**src/rtl/adcsc_pkg.sv**
```systemverilog
// Shared constants and types for the serial conversion controller.
// Assumes a 200 MHz system clock; the oscillator delay and half-period counts derive from that rate.
package adcsc_pkg;

   // ==========================================================
   // Command byte layout
   localparam int         CMD_W      = 8;
   localparam logic [7:0] CMD_RESET  = 8'h06;
   localparam int         CH_MSB     = 7;
   localparam int         CH_LSB     = 5;
   localparam int         SCAN_HI    = 4;
   localparam int         SCAN_LO    = 3;
   localparam int         CLKSRC_BIT = 0;

   // ==========================================================
   // Result framing
   localparam int RES_W      = 14;
   localparam int FRAME_BITS = 16;

   // ==========================================================
   // Serial clock and internal cycle numbers
   localparam logic [5:0] CNT_CH_APPLY  = 6'h03;
   localparam logic [5:0] CNT_W8        = 6'h08;
   localparam logic [5:0] CNT_W16       = 6'h10;
   localparam logic [5:0] SMP_EXT8      = 6'h06;
   localparam logic [5:0] SMP_EXT16     = 6'h0e;
   localparam logic [5:0] ACQ_ON_INT    = 6'h02;
   localparam logic [5:0] ACQ_END_INT8  = 6'h06;
   localparam logic [5:0] ACQ_END_INT16 = 6'h12;
   localparam logic [5:0] CONV_INT8     = 6'h19;
   localparam logic [5:0] CONV_INT16    = 6'h20;
   localparam logic [5:0] RCNT_MAX      = 6'h3f;
   localparam logic [4:0] BIT_LAST      = 5'h0f;

   // ==========================================================
   // Timing
   localparam int SYS_PERIOD_NS = 5;
   localparam int OSC_DLY_NS    = 125;
   localparam int OSC_PERIOD_NS = 250;
   localparam int OSC_DLY_CYC   =
      (OSC_DLY_NS + SYS_PERIOD_NS - 1) / SYS_PERIOD_NS;
   localparam int OSC_HALF_CYC  = OSC_PERIOD_NS / (2 * SYS_PERIOD_NS);
   localparam int FIN_WAIT_CYC  = 2;
   localparam logic [4:0] OSC_DLY_LAST  = 5'(OSC_DLY_CYC - 1);
   localparam logic [4:0] OSC_HALF_LAST = 5'(OSC_HALF_CYC - 1);
   localparam logic [4:0] FIN_WAIT_LAST = 5'(FIN_WAIT_CYC);

   // ==========================================================
   // Pin sync reset value: chip select idles high
   localparam logic [4:0] PIN_RESET = 5'h10;

   // ==========================================================
   // Modes and states
   typedef enum logic [1:0] {
      SCAN_SINGLE, SCAN_UP_TO_N, SCAN_UPPER_TO_N, SCAN_REPEAT_N
   } adcsc_scan_e;

   typedef enum logic [2:0] {
      S_OFF, S_CMD, S_EXT_RD, S_OSC_DLY, S_INT_RUN, S_FINISH, S_INT_RD
   } adcsc_state_e;

endpackage

```
**src/rtl/adcsc_sync2.sv**
```systemverilog
// Two-flop synchroniser for a group of pin inputs.
// Assumes every bit is an independent level from outside sys_clk.
`timescale 1ns/1ps
`default_nettype none
module adcsc_sync2 #(
   parameter int               WIDTH     = 1,
   parameter logic [WIDTH-1:0] RESET_VAL = '0
) (
   // Clock and reset
   input  wire logic             sys_clk,
   input  wire logic             reset_n,
   // Pins in, synchronised out
   input  wire logic [WIDTH-1:0] async_in,
   output logic      [WIDTH-1:0] sync_out
);
   typedef struct packed {
      logic [WIDTH-1:0] meta;
      logic [WIDTH-1:0] stable;
   } adcsc_sync_s;

   adcsc_sync_s q;
   adcsc_sync_s n;

   // ==========================================================
   // First stage feeds only the second
   always_comb begin
      n        = q;
      n.meta   = async_in;
      n.stable = q.meta;
   end

   always_ff @(posedge sys_clk or negedge reset_n) begin
      if (!reset_n) begin
         q <= {RESET_VAL, RESET_VAL};
      end else begin
         q <= n;
      end
   end

   assign sync_out = q.stable;
endmodule
`default_nettype wire

```
**src/rtl/adcsc_result_mem.sv**
```systemverilog
// Small result store for scan sequences, registered read port.
// Assumes one write and one read per cycle, same clock.
`timescale 1ns/1ps
`default_nettype none
module adcsc_result_mem #(
   parameter int DEPTH = 8,
   parameter int WIDTH = 14,
   parameter int AW    = $clog2(DEPTH)
) (
   // Clock and reset
   input  wire logic             sys_clk,
   input  wire logic             reset_n,
   // Write port
   input  wire logic             wr_en,
   input  wire logic [AW-1:0]    wr_addr,
   input  wire logic [WIDTH-1:0] wr_data,
   // Read port
   input  wire logic [AW-1:0]    rd_addr,
   output logic      [WIDTH-1:0] rd_data
);
   logic [WIDTH-1:0] mem [DEPTH];

   // ==========================================================
   // Storage needs no reset; contents are written before use
   always_ff @(posedge sys_clk) begin
      if (wr_en) begin
         mem[wr_addr] <= wr_data;
      end
   end

   always_ff @(posedge sys_clk or negedge reset_n) begin
      if (!reset_n) begin
         rd_data <= '0;
      end else begin
         rd_data <= mem[rd_addr];
      end
   end
endmodule
`default_nettype wire

```
**src/rtl/adcsc_ctrl.sv**
```systemverilog
// Serial conversion control seen from the converter side.
// Assumes sclk far slower than sys_clk and an analog core that
// presents a finished result on adc_result when it is taken.
`timescale 1ns/1ps
`default_nettype none
module adcsc_ctrl
   import adcsc_pkg::*;
#(
   parameter int NUM_CH = 8
) (
   // Clock and reset
   input  wire logic             sys_clk,
   input  wire logic             reset_n,
   // Serial pins
   input  wire logic             cs_n,
   input  wire logic             sclk,
   input  wire logic             din,
   output logic                  dout,
   output logic                  dout_oe_n,
   output logic                  eoc_n,
   // Mode pins
   input  wire logic             frame_sync_in,
   input  wire logic             transfer_width_select,
   // Analog core
   input  wire logic [RES_W-1:0] adc_result,
   output logic [$clog2(NUM_CH)-1:0] mux_channel,
   output logic                  track,
   output logic                  analog_awake,
   output logic                  osc_run,
   output logic                  osc_clk,
   // Status
   output logic [CMD_W-1:0]      command_reg
);
   localparam int CH_W = $clog2(NUM_CH);
   localparam logic [CH_W-1:0] HALF_CH = CH_W'(NUM_CH / 2);
   localparam logic [CH_W:0]   ALL_CH  = (CH_W + 1)'(NUM_CH);
   localparam logic [CH_W:0]   ONE_CH  = (CH_W + 1)'(1);

   typedef struct packed {
      adcsc_state_e     state;
      logic             cs_q;
      logic             sclk_q;
      logic             wide;
      logic [7:0]       cmd;
      logic [7:0]       shin;
      logic [5:0]       rcnt;
      logic [CH_W-1:0]  ch;
      logic [CH_W-1:0]  widx;
      logic [CH_W-1:0]  ridx;
      logic [CH_W:0]    nleft;
      logic [CH_W:0]    nconv;
      logic             rep;
      logic [4:0]       tcnt;
      logic             iclk;
      logic [5:0]       icnt;
      logic [4:0]       bcnt;
      logic [15:0]      sh;
      logic [RES_W-1:0] res;
      logic             wr;
      logic             oe_n;
      logic             eoc_n;
      logic             awake;
      logic             osc;
      logic             acq;
   } adcsc_st_s;

   localparam adcsc_st_s ST_RST = '{
      state: S_OFF, cs_q: 1'b1, cmd: CMD_RESET,
      oe_n: 1'b1, eoc_n: 1'b1, default: '0
   };

   adcsc_st_s q;
   adcsc_st_s n;
   // ==========================================================
   // Pin synchronisers
   logic [4:0] pins_s;
   logic       s_cs, s_sclk, s_din, s_fsync, s_wide;
   adcsc_sync2 #(.WIDTH(5), .RESET_VAL(PIN_RESET)) u_sync (
      .sys_clk  (sys_clk),
      .reset_n  (reset_n),
      .async_in ({cs_n, sclk, din, frame_sync_in,
                  transfer_width_select}),
      .sync_out (pins_s)
   );
   assign {s_cs, s_sclk, s_din, s_fsync, s_wide} = pins_s;
   // ==========================================================
   // Result store
   logic [RES_W-1:0] mem_rdata;

   adcsc_result_mem #(.DEPTH(NUM_CH), .WIDTH(RES_W)) u_mem (
      .sys_clk (sys_clk),
      .reset_n (reset_n),
      .wr_en   (q.wr),
      .wr_addr (q.widx),
      .wr_data (q.res),
      .rd_addr (q.ridx),
      .rd_data (mem_rdata)
   );

   // ==========================================================
   // Edges and mode-dependent cycle numbers
   logic            sclk_rise, sclk_fall, cs_fall, upper_ok;
   logic [5:0]      rnext, cmd_end, smp_ext, acq_end, conv_end;
   logic [7:0]      cmd_now;
   logic [CH_W-1:0] chn, scan_first, ridx_next;
   adcsc_scan_e     scan_md;
   logic [CH_W:0]   scan_cnt;
   assign sclk_rise = s_sclk & ~q.sclk_q;
   assign sclk_fall = ~s_sclk & q.sclk_q;
   assign cs_fall   = ~s_cs & q.cs_q;
   assign rnext     = (q.rcnt == RCNT_MAX) ? q.rcnt : q.rcnt + 6'h01;
   assign cmd_end   = q.wide ? CNT_W16 : CNT_W8;
   assign smp_ext   = q.wide ? SMP_EXT16 : SMP_EXT8;
   assign acq_end   = q.wide ? ACQ_END_INT16 : ACQ_END_INT8;
   assign conv_end  = q.wide ? CONV_INT16 : CONV_INT8;
   assign cmd_now   = (q.state == S_CMD && sclk_rise && rnext == CNT_W8)
                    ? {q.shin[6:0], s_din} : q.cmd;
   // Scan decode; the ext path never consults it
   assign chn       = cmd_now[CH_MSB -: CH_W];
   assign scan_md   = adcsc_scan_e'(cmd_now[SCAN_HI:SCAN_LO]);
   assign upper_ok  = (chn >= HALF_CH);
   assign scan_first = (scan_md == SCAN_UP_TO_N) ? '0 :
                       (scan_md == SCAN_UPPER_TO_N && upper_ok)
                       ? HALF_CH : chn;
   assign scan_cnt  = (scan_md == SCAN_UP_TO_N) ? {1'b0, chn} + ONE_CH :
                      (scan_md == SCAN_UPPER_TO_N && upper_ok)
                      ? {1'b0, chn} - {1'b0, HALF_CH} + ONE_CH :
                      (scan_md == SCAN_REPEAT_N) ? ALL_CH : ONE_CH;
   assign ridx_next = ({1'b0, q.ridx} + ONE_CH == q.nconv)
                    ? '0 : q.ridx + CH_W'(1);

   // ==========================================================
   // Sequencer
   always_comb begin
      n        = q;
      n.cs_q   = s_cs;
      n.sclk_q = s_sclk;
      n.wr     = 1'b0;
      if (q.wr) begin
         n.widx = q.widx + CH_W'(1);
      end
      if (s_cs) begin
         // Abort anything in flight and power down
         n.state = S_OFF;
         n.oe_n  = 1'b1;
         n.awake = 1'b0;
         n.osc   = 1'b0;
         n.acq   = 1'b0;
         n.iclk  = 1'b0;
      end else if (cs_fall) begin
         // Frame sync low selects a mode this block lacks
         n.state = s_fsync ? S_CMD : S_OFF;
         n.awake = s_fsync;
         n.oe_n  = 1'b0;
         n.sh    = '0;
         n.rcnt  = '0;
         n.bcnt  = '0;
         n.eoc_n = 1'b1;
         n.wide  = s_wide;
      end else begin
         case (q.state)
            S_CMD, S_EXT_RD: begin
               n.cmd = cmd_now;
               if (sclk_rise) begin
                  n.rcnt = rnext;
                  if (q.rcnt < CNT_W8) begin
                     n.shin = {q.shin[6:0], s_din};
                  end
                  if (q.state == S_CMD && rnext == CNT_CH_APPLY) begin
                     n.ch  = {q.shin[CH_W-2:0], s_din};
                     n.acq = 1'b1;
                  end
                  if (q.state == S_CMD && rnext == cmd_end &&
                      cmd_now[CLKSRC_BIT]) begin
                     n.state = S_OSC_DLY;
                     n.tcnt  = '0;
                     n.acq   = 1'b0;
                     n.ch    = scan_first;
                     n.nleft = scan_cnt;
                     n.nconv = scan_cnt;
                     n.rep   = (scan_md == SCAN_REPEAT_N);
                     n.widx  = '0;
                     n.ridx  = '0;
                  end
               end
               if (sclk_fall) begin
                  if (q.state == S_CMD && q.rcnt == smp_ext) begin
                     n.acq = 1'b0;
                  end
                  if (q.state == S_CMD && q.rcnt == cmd_end) begin
                     n.state = S_EXT_RD;
                     n.sh    = {adc_result, 2'b00};
                  end else if (q.state == S_EXT_RD) begin
                     n.sh = {q.sh[14:0], 1'b0};
                  end
               end
            end
            S_OSC_DLY: begin
               n.tcnt = q.tcnt + 5'h01;
               if (q.tcnt == OSC_DLY_LAST) begin
                  n.state = S_INT_RUN;
                  n.osc   = 1'b1;
                  n.tcnt  = '0;
                  n.iclk  = 1'b0;
                  n.icnt  = '0;
               end
            end
            S_INT_RUN: begin
               n.tcnt = q.tcnt + 5'h01;
               if (q.tcnt == OSC_HALF_LAST) begin
                  n.tcnt = '0;
                  n.iclk = ~q.iclk;
                  if (!q.iclk) begin
                     n.icnt = q.icnt + 6'h01;
                     if (q.icnt + 6'h01 == ACQ_ON_INT) begin
                        n.acq = 1'b1;
                     end
                  end else begin
                     if (q.icnt == acq_end) begin
                        n.acq = 1'b0;
                     end
                     if (q.icnt == conv_end) begin
                        // Each result goes to the store at once
                        n.res  = adc_result;
                        n.wr   = 1'b1;
                        n.icnt = '0;
                        n.nleft = q.nleft - ONE_CH;
                        if (q.nleft == ONE_CH) begin
                           n.state = S_FINISH;
                           n.tcnt  = '0;
                        end else if (!q.rep) begin
                           n.ch = q.ch + CH_W'(1);
                        end
                     end
                  end
               end
            end
            S_FINISH: begin
               // Wait out the write and registered read
               n.tcnt = q.tcnt + 5'h01;
               if (q.tcnt == FIN_WAIT_LAST) begin
                  n.state = S_INT_RD;
                  n.eoc_n = 1'b0;
                  n.osc   = 1'b0;
                  n.awake = 1'b0;
                  n.iclk  = 1'b0;
                  n.sh    = {mem_rdata, 2'b00};
                  n.ridx  = ridx_next;
                  n.bcnt  = '0;
               end
            end
            S_INT_RD: begin
               if (sclk_fall) begin
                  if (q.bcnt == BIT_LAST) begin
                     // Loads the next result, wrapping to the first after the last
                     n.sh   = {mem_rdata, 2'b00};
                     n.ridx = ridx_next;
                     n.bcnt = '0;
                  end else begin
                     n.sh   = {q.sh[14:0], 1'b0};
                     n.bcnt = q.bcnt + 5'h01;
                  end
               end
            end
            default: begin
               n.state = S_OFF;
            end
         endcase
      end
   end

   always_ff @(posedge sys_clk or negedge reset_n) begin
      if (!reset_n) begin
         q <= ST_RST;
      end else begin
         q <= n;
      end
   end

   // ==========================================================
   // Outputs, all straight from state flops
   assign dout         = q.sh[15];
   assign dout_oe_n    = q.oe_n;
   assign eoc_n        = q.eoc_n;
   assign mux_channel  = q.ch;
   assign track        = q.acq;
   assign analog_awake = q.awake;
   assign osc_run      = q.osc;
   assign osc_clk      = q.iclk;
   assign command_reg  = q.cmd;
endmodule
`default_nettype wire

```
**config.mk**
```make
export PLATFORM = sky130hd
export DESIGN_NAME = adcsc_ctrl
export DESIGN_NICKNAME = d
export VERILOG_FILES = /design/src/rtl/adcsc_pkg.sv /design/src/rtl/adcsc_sync2.sv /design/src/rtl/adcsc_result_mem.sv /design/src/rtl/adcsc_ctrl.sv
export SDC_FILE = /design/constraint.sdc
export NUM_CORES = 1
export LEC_CHECK = 0
export ABC_AREA = 1
export BUFFER_PORTS_ARGS = -buffer_cell sky130_fd_sc_hd__buf_4
export CAP_MARGIN = 20
export CORE_ASPECT_RATIO = 0.9
export CORE_MARGIN = 2
export CORE_UTILIZATION = 55
export CTS_CLUSTER_DIAMETER = 40
export DETAILED_ROUTE_END_ITERATION = 8
export GPL_ROUTABILITY_DRIVEN = 0
export PLACE_DENSITY = 0.8
export SYNTH_ARGS = -nofsm -noshare
export SYNTH_HDL_FRONTEND = slang
export SYNTH_SLANG_ARGS = --single-unit
export TNS_END_PERCENT = 20
```
**constraint.sdc**
```tcl
create_clock -name sys_clk -period 3.8 [get_ports sys_clk]
set_input_delay 0.38 -clock sys_clk [delete_from_list [all_inputs] [get_ports sys_clk]]
set_output_delay 0.38 -clock sys_clk [all_outputs]
set_load 0.005 [all_outputs]
```
# Yosys cells after proc, flatten, opt, wreduce, memory -nomap -nowiden
# Memories as Yosys holds them, arrays and structs flattened. A register that Yosys moved wholly into a read port is not among the register bits.
# Index checks and enable logic that the tools add are counted.
totals:
  mem_count: 1
  inputBits: 21
  out_inout_bits: 18
  ram_bits: 112
  register_bits: 109
classes:
  bitwise: 8
  order_cmp: 2
  reduce_logical: 46
  mux: 95
  n_addsub: 12
  n_eq_ne: 53
memory_table:
  columns: ["memory", "words", "width", "read_ports", "rd_clocked_by_memory_dff", "write_ports", "line", "text"]
  rows:
  - ["u_mem.mem", 8, 14, 1, 1, 1, "adcsc_result_mem.sv:21", "logic [WIDTH-1:0] mem [DEPTH];"]
op_table:
  columns: ["op", "count"]
  rows:
  - ["21-bit 2-to-1 mux", 4]
  - ["3-bit 2-to-1 mux", 28]
  - ["16-bit 2-to-1 mux", 3]
  - ["16-bit one-hot mux with 3 select lines", 1]
  - ["6-bit 2-to-1 mux", 6]
  - ["4-bit by 3-bit != test with 1-bit output, second input constant", 8]
  - ["29-bit 2-to-1 mux", 1]
  - ["4-bit 2-to-1 mux", 7]
  - ["27-bit 2-to-1 mux", 1]
  - ["5-bit AND reduction", 5]
  - ["12-bit 2-to-1 mux", 2]
  - ["1-bit 2-to-1 mux", 23]
  - ["23-bit 2-to-1 mux", 1]
  - ["2-bit != test, second input constant", 11]
  - ["20-bit 2-to-1 mux", 1]
  - ["5-bit one-hot mux with 4 select lines", 1]
  - ["6-bit by 5-bit == test with 1-bit output", 3]
  - ["6-bit AND reduction", 3]
  - ["3-bit nonzero test", 6]
  - ["8-bit AND reduction", 2]
  - ["5-bit 2-to-1 mux", 3]
  - ["3-bit != test, second input constant", 5]
  - ["3-bit one-hot mux with 5 select lines", 1]
  - ["2-bit nonzero test", 7]
  - ["47 further kinds", 83]

# Logic depth before layout (Yosys ltp)
# Gate-level depths: netlist of the first run.
depth:
  depth_word: 14
  depth_mapped: 18
  depth_no_buf: 17

# By module
# Synthesis of the first run repeated with hierarchy kept, for this count alone.
hier_totals:
  cells_unflattened: 1238
  hier_area_um2: 11222.0
modules_own_cells:
  columns: ["module", "cells_per_inst", "seq_area_each_um2", "instances", "area_per_inst_um2"]
  rows:
  - ["adcsc_ctrl", 713, 2408.6, 1, 5636.7]
  - ["adcsc_result_mem", 515, 3713.6, 1, 5332.6]
  - ["adcsc_sync2", 10, 252.7, 1, 252.7]

# Worst setup path before layout of the first run
# OpenSTA, ideal clock, no wires.
synth_path:
  kind: "register -> register"
  from: "register q[72] (netlist bit)"
  to: "register q[60] (netlist bit)"
  required_ps: 3723
  arrival_ps: 2239
  path_buffers: 1
  path_slack_ps: 1484
  path_stages_with_launch: 19
  synth_period_minus_slack_ps: 2316
  path_cell_list: "dfrtp_1 ha_1 nand2_1 clkinv_1 nor2_1 nand2_1 nand2_1 nand2_2 nor2_8 nand2_4 buf_6 nand2_1 o21ai_4 ha_1 inv_1 nor2_1 nand2_1 nand4_1 a21oi_1"
synth_between:
  elab_chain_len: 12
synth_lines:
  columns: ["element", "line", "text"]
  rows:
  - ["from (decl)", "adcsc_ctrl.sv:72", "adcsc_st_s q;"]
  - ["from (signal assigned)", "adcsc_ctrl.sv:276", "q <= n;"]
  - ["6-bit by 1-bit adder with 6-bit output / 6-bit == test (equally long branches)", "adcsc_ctrl.sv:111", "assign rnext = (q.rcnt == RCNT_MAX) ? q.rcnt : q.rcnt + 6'h01;"]
  - ["6-bit 2-to-1 mux (*)", "adcsc_ctrl.sv:111", null]
  - ["6-bit by 4-bit == test with 1-bit output (*)", "adcsc_ctrl.sv:116", "assign cmd_now = (q.state == S_CMD && sclk_rise && rnext == CNT_W8)"]
  - ["1-bit logical AND (*)", "adcsc_ctrl.sv:116", null]
  - ["8-bit 2-to-1 mux (*)", "adcsc_ctrl.sv:117", "? {q.shin[6:0], s_din} : q.cmd;"]
  - ["net cmd_now[5]", "adcsc_ctrl.sv:104", "logic [7:0] cmd_now;"]
  - ["3-bit by 3-bit subtractor with 4-bit output / 3-bit >= comparator (equally long branches)", "adcsc_ctrl.sv:127, adcsc_ctrl.sv:121", null]
  - ["4-bit by 1-bit adder with 4-bit output / 1-bit logical AND (equally long branches)", "adcsc_ctrl.sv:127, adcsc_ctrl.sv:126", null]
  - ["4-bit 2-to-1 mux", "adcsc_ctrl.sv:127", "? {1'b0, chn} - {1'b0, HALF_CH} + ONE_CH :"]
  - ["4-bit 2-to-1 mux (*)", "adcsc_ctrl.sv:125", "assign scan_cnt = (scan_md == SCAN_UP_TO_N) ? {1'b0, chn} + ONE_CH :"]
  - ["23-bit 2-to-1 mux (*)", "adcsc_ctrl.sv:173", "if (q.state == S_CMD && rnext == cmd_end &&"]
  - ["29-bit 2-to-1 mux (*)", "adcsc_ctrl.sv:164", "if (sclk_rise) begin"]
  - ["4-bit one-hot mux with 2 select lines (*)", "adcsc_ctrl.sv:161", "case (q.state)"]
# Mark *: on every way through the listed nets, which the timed path passes. The rest lies on a longest branch. The select of a mux whose other input is x is not followed.
# A chain may end at the register's enable or synchronous reset.

# Worst setup path in the final report of the first run
layout_path:
  from: "register q[96] (netlist bit)"
  to: "register q, in the netlist mux_channel[1]"
layout_between:
  elab_chain_len: 11
layout_lines:
  columns: ["element", "line", "text"]
  rows:
  - ["3-bit by 1-bit == test with 1-bit output", null, null]
  - ["1-bit logical AND (2 in a row)", "adcsc_ctrl.sv:116", null]
  - ["8-bit 2-to-1 mux", "adcsc_ctrl.sv:117", null]
  - ["3-bit >= comparator / 2-bit == test (equally long branches)", "adcsc_ctrl.sv:121, adcsc_ctrl.sv:123", null]
  - ["1-bit logical AND", "adcsc_ctrl.sv:123", "(scan_md == SCAN_UPPER_TO_N && upper_ok)"]
  - ["3-bit 2-to-1 mux", "adcsc_ctrl.sv:124", "? HALF_CH : chn;"]
  - ["3-bit 2-to-1 mux", "adcsc_ctrl.sv:122", "assign scan_first = (scan_md == SCAN_UP_TO_N) ? '0 :"]
  - ["23-bit 2-to-1 mux", "adcsc_ctrl.sv:173", null]
  - ["29-bit 2-to-1 mux", "adcsc_ctrl.sv:164", null]
  - ["3-bit one-hot mux with 2 select lines", "adcsc_ctrl.sv:161", null]
# Parallel ways exist; a longest one is shown, timed or not. The select of a mux whose other input is x is not followed.

==> impl_metrics.csv, run 1 <==
group,metric,value,unit
cells_and_area,finish.net_count,1195,
clocking,clock_sink_count,232,
route,remaining_drc_errors,0,
die,top_level_ports,39,
synthesis,postSynth.topFlopCell,"dfrtp_1",
die,fp.coreArea,19100,µm²
timing,finalSetupViolCount,0,
die,die_h,136,µm
cells_and_area,largest_register_ff_count,112,
clocking,tritoncts_clock_tree,"done",
power,power_density,482,nW/µm²
timing,worst_hold_slack,132,ps
timing,final_max_slew_viol_count,0,
cells_and_area,final_cells,1428,
hold_path,min_delay_startpoint,"adc_result[13]",
timing,min_period,2760,ps
synthesis,synth_enable_flop_cells,112,
hold_path,min_path_cells,3,
timing,worstMarginPinSlew,1080,ps
route,vias,8097,
setup_path,path_max_fanout,7,
flow_run,max_cap_viol_count,0,
route,first_iter_violations,801,
timing,rsz_0062_raised_after_global_routing,"no",
cells_and_area,fillCellCount,1431,
synthesis,yosysWarningCount,0,
setup_path,timing.critical_path.arrival,3190,ps
global_routing,grt_start_max_net_pins,68,
cells_and_area,antennaDiodeCount,0,
timing,max_clock_freq,0.362,GHz
route,firstDrtPassIters,6,
clocking,ctsRootBufferMaster,"clkbuf_16",
setup_path,regToRegStartpoint,"q[96]$_DFFE_PN0P_",
timing,fin_skew,9.76,ps
setup_path,end_kind,"flip-flop",
synthesis,postSynthNetCount,1154,
timing,timing.slew.headroom,0.277,
place,buffer_ports.inserted,38,
synthesis,synth_area,10700,µm²
route,vias_per_cell,5.67,
synthesis,ys_seq_area_frac,0.596,
global_routing,vias_in_the_first_global_route,7766,
clocking,clock_insertion_delay_at_the_later_pin_of_the_skew_report,540,ps
status,status,"finished clean",
synthesis,synth_largest_area_cell,"edfxtp_1",
global_routing,global_route_wire_length_before_repair,39200,µm
setup_path,startpoint,"q[96]$_DFFE_PN0P_",
synthesis,synth_area_leaders,"edfxtp_1, dfrtp_1, nor2_1, o21ai_0, nand2_1",
die,floorplan.initialDensity,0.560,
route,detail_route.wirelength,24100,µm
synthesis,async_reset_ff_frac,0.517,
route,detail_route.wl_per_cell,16.9,µm
cells_and_area,reg_top3,"u_mem.mem: 112 flops, q: 78 flops, u_mem.rd_data: 14 flops",
setup_path,data_required_critical_path,4230,ps
setup_path,start_kind,"flip-flop",
power,design_power_total,5.91,mW
synthesis,yosys_register_bits,232,
clocking,cts_max_level,1,
synthesis,post-synth-top-area-fraction,0.315,
die,die_area,20600,µm²
cells_and_area,multiInputGateArea,3650,µm²
clocking,cts.clk_slew.worst_paths,60,ps
power,vdd.ir_drop.worst,0.280,mV
place,placed_cells,1366,
setup_path,worst-r2r-cell-count,10,
synthesis,postSynthCellCount,1113,
cells_and_area,regArea,6370,µm²
hold_path,worstHoldPathType,"in -> reg",
timing,min_period_over_period,0.727,
clocking,cts_made_buffers,30,
die,die_x,151,µm
cells_and_area,top_register,"u_mem.mem",
cells_and_area,drive_gt1_frac,0.127,
clocking,cts-root-to-sink-buffers,3,
timing,hold_viol,0,
timing,fin_setup_tns,0,ps
place,hpwlAfterDp,15200,µm
global_routing,antenna_found_initial,0,
global_routing,grt_remaining_overflow,0,
die,std_cell_rows,48,
cells_and_area,layout.core_utilization,0.641,
synthesis,yosysUniqueCellTypes,49,
synthesis,synthesis.area_per_instance,9.60,µm²
power,p_leak,5.54,nW
route,antenna_violating_nets_post_route,0,
global_routing,globalRouteTotalUtil,0.241,
setup_path,timing_worst_setup_path_type,"reg -> reg",
cells_and_area,syn2layout_area_growth,14.6,%
-- final timing paths --
kind | end | slack, ps
max | mux_channel[1]$_DFFE_PN0P_ | 1040
min | q[19]$_DFFE_PN0P_ | 130
max reg2reg | mux_channel[1]$_DFFE_PN0P_ | 1040
min reg2reg | u_sync.sync_out[1]$_DFF_PN0_ | 340
max in group asynchronous | eoc_n$_DFFE_PN1P_ | 2520
min in group asynchronous | q[83]$_DFFE_PN0P_ | 440
-- layer usage --
layer  up-vias  wire length (µm)  track usage  share of wire
li1       3830                 -            -              -
met1      3805             10400        0.344           0.43
met2       400             11000        0.371           0.46
met3        62              2240       0.0507          0.093
met4         0               525       0.0794          0.022
met5         -                 0            0              0
-- synth_stat cells (3+ instances only) --
library cell	count
clkinv_1	4
ha_1	20
o21ai_0	132
xor2_1	10
dfstp_2	7
nor3_1	9
clkbuf_1	31
buf_4	11
a21oi_1	30
nand2_1	173
a31oi_1	15
nor4_1	3
nand2_2	14
o21ai_1	5
dfrtp_1	113
xnor2_1	3
nand3_2	5
inv_1	112
nand3_1	41
nor2_4	3
edfxtp_1	112
a221oi_1	13
o22ai_1	22
nor2_2	5
nand4_1	13
nor2_1	177
-- timing repair --
action,in CTS,in global routing
endpoints found under the hold margin,58,0
setup buffers,0,0
gates resized for setup,0,0
hold buffers,6,0
-- worst max-delay path, cell delays in order, from the launching register on --
cell      delay, ps
dfrtp_1         390
inv_1           100
ha_1            240
o21ai_1         290
inv_1           210
nand2_1         130
nand2_1          90
nor4_1          660
nand3_1         300
nor2_1          170
a21boi_1         80
-- report_power, final --
| part | internal (mW) | switching (mW) | leakage (nW) |
|---|---|---|---|
| clock network | 1.73 | 1.09 | 0.500 |
| registers | 2.68 | 0.0571 | 2.86 |
| logic | 0.125 | 0.218 | 2.18 |
-- cells by family after synthesis --
family	after synthesis	share of synthesized area
buffers and inverters	164	0.0631
adders and majority gates	20	0.0234
AOI/OAI and AO/OA	231	0.122
and+or+nand+nor	453	0.185
DFF	232	0.596
xor gates and xnor gates	13	0.0107
-- layout make-up --
cell class | count | area share
clock inverters | 16 | 0.0143
inverters | 118 | 0.0362
clock buffers | 40 | 0.0694
well taps | 250 | 0.0255
multi-input cells | 717 | 0.298
repair buffers | 55 | 0.0360
flip-flops and latches | 232 | 0.521
-- placed cells by master (no fill, tap or decap), drive strengths merged, types with 2 or more instances in the layout --
cell,netlist,final
a221oi,13,13
nor3,10,10
buf,15,49
xnor2,3,3
a21oi,30,30
a31oi,15,15
nand4,13,13
nand3,46,46
dfstp,7,7
or2,2,2
o21ai,139,139
ha,20,20
dfrtp,113,113
nor4,3,3
edfxtp,112,112
xor2,10,10
nand2,189,189
clkbuf,31,40
bufinv,0,2
clkinv,4,10
inv,114,120
o22ai,22,22
a21boi,3,3
dlygate4sd3,0,6
nor2,187,187
clkinvlp,0,2
-- through the flow --
step / setup slack, ps / area [µm²]
after floorplan: 1480 / 10700
after global placement: 1220 / 11200
after detailed placement: 1140 / 11200
after CTS: 1140 / 12200
after global routing: 811 / 12200
final: 1040 / 12200
Note: power is estimated with default switching activity, not from simulation.
==> run 2: changes to the inputs <==
--- a/config.mk
+++ b/config.mk
@@ -14,7 +14,7 @@
 export CTS_CLUSTER_DIAMETER = 40
 export DETAILED_ROUTE_END_ITERATION = 8
 export GPL_ROUTABILITY_DRIVEN = 0
-export PLACE_DENSITY = 0.8
+export PLACE_DENSITY = 0.83
 export SYNTH_ARGS = -nofsm -noshare
 export SYNTH_HDL_FRONTEND = slang
 export SYNTH_SLANG_ARGS = --single-unit
==> constraint.sdc (replaced) <==
create_clock -name sys_clk -period 2.35 [get_ports sys_clk]
set_input_delay 0.235 -clock sys_clk [delete_from_list [all_inputs] [get_ports sys_clk]]
set_output_delay 0.235 -clock sys_clk [all_outputs]
set_load 0.005 [all_outputs]
==> run 2 against run 1 <==
The run now ends with setup timing left; sequential cell count unchanged; cell count up 4.1%; power is 65% higher; clock-buffer cell count is 3 lower; global-route usage rose by 1.7 points; largest power group unchanged; die area stayed put; via count increased by 6.4%; critical path depth increased by 3; largest cell class unchanged; clock skew rose by 8.4 ps; routed wire length is 10% higher; hold slack got worse by 110 ps; fmax up 15%.
==> impl_metrics.csv, run 2 (synthesized netlist as in run 1, its figures left out) <==
group,metric,value,unit
route,antenna_violating_nets_post_route,0,
setup_path,startpoint,"q[71]$_DFFE_PN0P_",
setup_path,worstSetupPathDepth,13,
cells_and_area,syn2layout_area_growth,20.8,%
cells_and_area,largest_register_ff_count,112,
route,detail_route.wirelength,26700,µm
die,die_area,20600,µm²
setup_path,timing_worst_setup_path_type,"reg -> reg",
power,design_power_total,9.75,mW
cells_and_area,antennaDiodeCount,0,
die,fp.coreArea,19100,µm²
timing,min_period,2410,ps
timing,min_period_over_period,1.03,
route,vias_per_cell,5.80,
setup_path,critical_path.slowest_cell,"dfrtp_1",
setup_path,start_kind,"flip-flop",
global_routing,grt_remaining_overflow,0,
route,vias,8619,
clocking,cts_max_level,1,
setup_path,regToRegStartpoint,"q[71]$_DFFE_PN0P_",
power,vdd.ir_drop.worst,0.503,mV
cells_and_area,final_cells,1486,
clocking,cts.clk_slew.worst_paths,60,ps
route,firstDrtPassIters,6,
setup_path,reg2reg_setup_slack,-60,ps
setup_path,worst_r2r_endpoint,"q[97]$_DFFE_PN0P_",
timing,fin_skew,18.2,ps
clocking,cts-root-to-sink-buffers,3,
place,hpwlAfterDp,16300,µm
timing,worst_hold_slack,25.0,ps
clocking,ctsRootBufferMaster,"clkbuf_16",
clocking,clock_insertion_delay_at_the_later_pin_of_the_skew_report,560,ps
place,dpl_worst_slack,-65.4,ps
cells_and_area,finish.net_count,1253,
setup_path,worst-r2r-cell-count,13,
place,placed_cells,1402,
power,switchingPower,2.21,mW
setup_path,cells_traversed_along_the_worst_timing_path,"buf_4 > nand3_2 > o21ai_0 > nand2_2 > nand2_4 > nor2_8 > buf_6 > nand3_1 > nand2_1 > nand3_2 > inv_2 > o21ai_1 > o21ai_0",
clocking,cts_made_buffers,31,
setup_path,timing.critical_path.to,"q[97]$_DFFE_PN0P_",
global_routing,globalRouteTotalUtil,0.258,
power,power.share.sequential,0.454,
timing,max_clock_freq,0.415,GHz
route,first_iter_violations,1173,
hold_path,worstHoldPathType,"in -> reg",
power,power_density,755,nW/µm²
die,floorplan.initialDensity,0.560,
flow_run,max_cap_viol_count,0,
die,std_cell_rows,48,
status,status,"finished, violations left",
timing,hold_viol,0,
cells_and_area,top_register,"u_mem.mem",
timing,finalSetupViolCount,4,
clocking,clock_sink_count,232,
timing,worstMarginPinSlew,608,ps
setup_path,cp_delay_by_family_top,"compound AO/OA/AOI/OAI gates",
power,switching_share,0.227,
power,power.internal,7.53,mW
cells_and_area,final_cell_mix,"nor2_1, nand2_1, o21ai_0",
setup_path,timing.critical_path.arrival,2810,ps
power,p_leak,5.85,nW
timing,timing.slew.headroom,0.594,
setup_path,worstPathBufferInverterCount,3,
cells_and_area,reg_top3,"u_mem.mem: 112 flops, q: 78 flops, u_mem.rd_data: 14 flops",
cells_and_area,layout_commonest_cell,"nor2_1",
power,p_clk_frac,0.486,
setup_path,cpPeakStageDelay,460,ps
setup_path,path_max_fanout,8,
cells_and_area,drive_gt1_frac,0.184,
clocking,tritoncts_clock_tree,"done",
global_routing,antenna_found_initial,0,
place,buffer_ports.inserted,38,
cells_and_area,layout.core_utilization,0.676,
timing,final_max_slew_viol_count,0,
die,die_h,136,µm
global_routing,vias_in_the_first_global_route,8310,
route,detail_route.wl_per_cell,17.9,µm
status,violations,"setup timing",
global_routing,global_route_wire_length_before_repair,41800,µm
die,die_x,151,µm
power,power.combinational.fraction,0.060,
global_routing,grt_start_max_net_pins,57,
setup_path,end_kind,"flip-flop",
route,remaining_drc_errors,0,
setup_path,data_required_critical_path,2750,ps
die,top_level_ports,39,
timing,final.setup.worst_slack,-61.3,ps
-- run 2: cell count changes in the layout (fill, tap and decap cells not counted), sizes merged --
| cell | delta |
|---|---|
| buf | +48 |
| dlygate4sd3 | +8 |
| clkbuf | -3 |
| nand2 | +1 |
| inv | -2 |
| clkinv | +4 |
| bufinv | +2 |
-- run 2: worst min path at each step --
stage	from	endpoint	cells past startpoint
3_3_place_gp	reset_n	q[81]$_DFFE_PN0P_	1
5_1_grt	adc_result[12]	q[18]$_DFFE_PN0P_	3
6_report	adc_result[12]	q[18]$_DFFE_PN0P_	3
2_1_floorplan	reset_n	analog_awake$_DFFE_PN0P_	0
4_1_cts	adc_result[12]	q[18]$_DFFE_PN0P_	3
3_5_place_dp	reset_n	q[81]$_DFFE_PN0P_	1
-- run 2: routing by layer --
layer  wire [µm]  up-vias  GRT usage
met3        3140       78     0.0544
met4         746        0     0.0815
met2       12100      541      0.402
met1       10700     4051      0.366
met5           0        -          0
li1            -     3949          -
-- run 2: power by group through the flow --
stage | Combinational (mW) | Clock [mW] | Sequential [mW]
after floorplan | 0.336 | 0 | 4.47
after global placement | 0.523 | 0 | 4.50
after detailed placement | 0.543 | 0 | 4.50
after CTS | 0.566 | 4.76 | 4.42
after global routing | 0.646 | 4.95 | 4.44
final | 0.581 | 4.74 | 4.43
-- run 2: per-stage QoR --
step                      setup TNS [ps]  cell area (µm²)
after CTS                              0            12600
after global routing               -1440            12900
after floorplan                        0            10700
final                               -168            12900
after detailed placement           -91.9            11400
after global placement                 0            11400
-- run 2: tightest hold or removal path, cell delays in order --
cell and delay [ps]:
buf_4 80, inv_1 60, o21ai_0 160
-- run 2: cell type report --
cell class,instances,area [µm²]
flip-flops and latches,232,6380
clock buffers,37,830
fillers,1250,6190
multi-input cells,718,3810
repair buffers,111,905
clock inverters,20,229
inverters,118,445
well taps,250,313
-- run 2: repair_timing --
item / 4_1_cts / 5_1_grt
endpoints found under the hold margin: 44 / 0
resized for setup: 5 / 45
buffers inserted: 0 / 12
pin swaps: 0 / 13
hold buffers: 14 / 0
cloned: 0 / 1
endpoints found under the setup margin: 6 / 43
==> run 3: changes to the inputs <==
--- a/config.mk
+++ b/config.mk
@@ -14,7 +14,8 @@
 export CTS_CLUSTER_DIAMETER = 40
 export DETAILED_ROUTE_END_ITERATION = 8
 export GPL_ROUTABILITY_DRIVEN = 0
-export PLACE_DENSITY = 0.83
+export PLACE_DENSITY_LB_ADDON = 0.08
+export RECOVER_POWER = 50
 export SYNTH_ARGS = -nofsm -noshare
 export SYNTH_HDL_FRONTEND = slang
 export SYNTH_SLANG_ARGS = --single-unit
==> run 3 against run 2 <==
The run now ends clean; combinational power down 4.6%; clock-buffer cell count up 8; global-route usage down 1.2 points; sequential power about the same; clock power up 7.4%; cell count down 0.34%; power up 3.4%; worst setup slack better by 170 ps; critical endpoint is now mux_channel[2]$_DFFE_PN0P_; largest cell class unchanged.
==> impl_metrics.csv, run 3 (synthesized netlist as in run 1, its figures left out) <==
group,metric,value,unit
flow_run,max_cap_viol_count,0,
clocking,cts-root-to-sink-buffers,3,
cells_and_area,post-route-cell-area,12900,µm²
setup_path,end_kind,"flip-flop",
clocking,cts_made_buffers,34,
setup_path,critical_path.slowest_cell,"dfrtp_1",
global_routing,globalRouteTotalUtil,0.246,
global_routing,vias_in_the_first_global_route,7530,
cells_and_area,multiInputGateArea,3800,µm²
cells_and_area,drive_gt1_frac,0.177,
clocking,clock_insertion_delay_at_the_later_pin_of_the_skew_report,500,ps
die,std_cell_rows,48,
setup_path,worstPathBufferInverterCount,2,
power,vdd.ir_drop.worst,0.498,mV
timing,worstMarginPinSlew,1360,ps
setup_path,cells_traversed_along_the_worst_timing_path,"ha_4 > nand2_2 > inv_2 > nor2_2 > nor2_4 > nand3_4 > nor2_8 > buf_4 > nand2_4 > nand2_2 > nand2_2 > nand2_4 > nand3_1 > a21oi_1 > nor2_1 > nor2_1",
setup_path,cpPeakStageDelay,430,ps
timing,final_max_slew_viol_count,0,
cells_and_area,fillCellCount,1485,
timing,min_period,2240,ps
setup_path,worst_r2r_endpoint,"mux_channel[2]$_DFFE_PN0P_",
setup_path,timing.critical_path.arrival,2660,ps
timing,fin_setup_tns,0,ps
global_routing,grt_remaining_overflow,0,
cells_and_area,layout.core_utilization,0.676,
timing,rsz_0062_raised_after_global_routing,"yes",
route,remaining_drc_errors,0,
cells_and_area,finish.net_count,1246,
cells_and_area,antennaDiodeCount,0,
die,fp.coreArea,19100,µm²
global_routing,antenna_found_initial,0,
route,firstDrtPassIters,5,
cells_and_area,largest_register_ff_count,112,
setup_path,startpoint,"q[71]$_DFFE_PN0P_",
power,power_density,781,nW/µm²
die,die_h,136,µm
setup_path,worstSetupPathDepth,16,
cells_and_area,final_cells,1481,
timing,worst_hold_slack,37.3,ps
die,die_x,151,µm
place,hpwlAfterDp,16300,µm
cells_and_area,final_cell_mix,"nor2_1, nand2_1, o21ai_0",
clocking,ctsRootBufferMaster,"clkbuf_16",
power,p_leak,5.85,nW
cells_and_area,top_register,"u_mem.mem",
cells_and_area,regArea,6380,µm²
timing,timing.slew.headroom,0.0954,
setup_path,cp_delay_by_family_top,"simple AND/OR/NAND/NOR gates",
route,detail_route.wl_per_cell,16.8,µm
setup_path,timing.critical_path.to,"mux_channel[2]$_DFFE_PN0P_",
cells_and_area,syn2layout_area_growth,20.7,%
setup_path,timing_worst_setup_path_type,"reg -> reg",
die,top_level_ports,39,
setup_path,data_required_critical_path,2770,ps
place,buffer_ports.inserted,38,
clocking,tritoncts_clock_tree,"done",
global_routing,grt_start_max_net_pins,58,
cells_and_area,reg_top3,"u_mem.mem: 112 flops, q: 78 flops, u_mem.rd_data: 14 flops",
place,placed_cells,1405,
route,detail_route.wirelength,24900,µm
die,die_area,20600,µm²
timing,min_period_over_period,0.955,
timing,hold_viol,0,
clocking,clock_sink_count,232,
die,floorplan.initialDensity,0.560,
setup_path,worst-r2r-cell-count,16,
timing,finalSetupViolCount,0,
route,antenna_violating_nets_post_route,0,
global_routing,global_route_wire_length_before_repair,39100,µm
clocking,cts_max_level,2,
setup_path,path_max_fanout,6,
status,status,"finished clean",
setup_path,timing.critical_path.mode_cell,"nand2_2",
timing,fin_skew,13.7,ps
setup_path,regToRegStartpoint,"q[71]$_DFFE_PN0P_",
cells_and_area,layout_commonest_cell,"nor2_1",
timing,final.setup.worst_slack,106,ps
place,place_area,11500,µm²
hold_path,worstHoldPathType,"in -> reg",
route,vias,8085,
power,design_power_total,10.1,mW
setup_path,start_kind,"flip-flop",
place,dpl_worst_slack,-12.4,ps
route,first_iter_violations,601,
clocking,cts.clk_slew.worst_paths,60,ps
timing,max_clock_freq,0.446,GHz
route,vias_per_cell,5.46,
setup_path,reg2reg_setup_slack,110,ps
[run 3: layout make-up]
| cell class | instances | share of cell area |
|---|---|---|
| repair buffers | 101 | 0.0614 |
| multi-input cells | 718 | 0.295 |
| clock buffers | 45 | 0.0780 |
| clock inverters | 17 | 0.0130 |
| well taps | 250 | 0.0242 |
| inverters | 118 | 0.0343 |
| flip-flops and latches | 232 | 0.494 |
[run 3: repair_timing]
action	in CTS	in global routing
endpoints found under the hold margin	35	0
setup buffers	0	7
endpoints found under the setup margin	4	40
cloned	0	1
pin swaps	1	13
hold buffers	6	0
resized for setup	3	36
[run 3: worst min-delay path: cells and delay by family]
| kind | cells | cell delay (ps) |
|---|---|---|
| buffers and inverters | 2 | 160 |
| AO/OA/AOI/OAI | 1 | 80 |
[run 3: report_power, final]
group	leakage [nW]	switching (mW)	internal [mW]
clock	0.571	1.83	3.26
combinational	2.43	0.332	0.222
sequential	2.85	0.0943	4.34
[run 3: worst min-delay path by stage]
stage	from	end	slack, ps	cells past startpoint
floorplan	reset_n	analog_awake$_DFFE_PN0P_	-60	0
global placement	reset_n	q[93]$_DFFE_PN0P_	210	1
detailed placement	reset_n	q[93]$_DFFE_PN0P_	200	1
CTS	adc_result[11]	q[17]$_DFFE_PN0P_	20	3
global route	adc_result[4]	q[10]$_DFFE_PN0P_	30	3
finish	adc_result[5]	q[11]$_DFFE_PN0P_	40	3
[run 3: layer usage]
layer  up-vias  routed length [µm]  share of wire  GRT usage
met5         -                   0              0          0
met4         0                 407          0.016     0.0623
li1       3946                   -              -          -
met1      3832               11900           0.48      0.383
met2       263               10800           0.43      0.359
met3        44                1790          0.072     0.0430
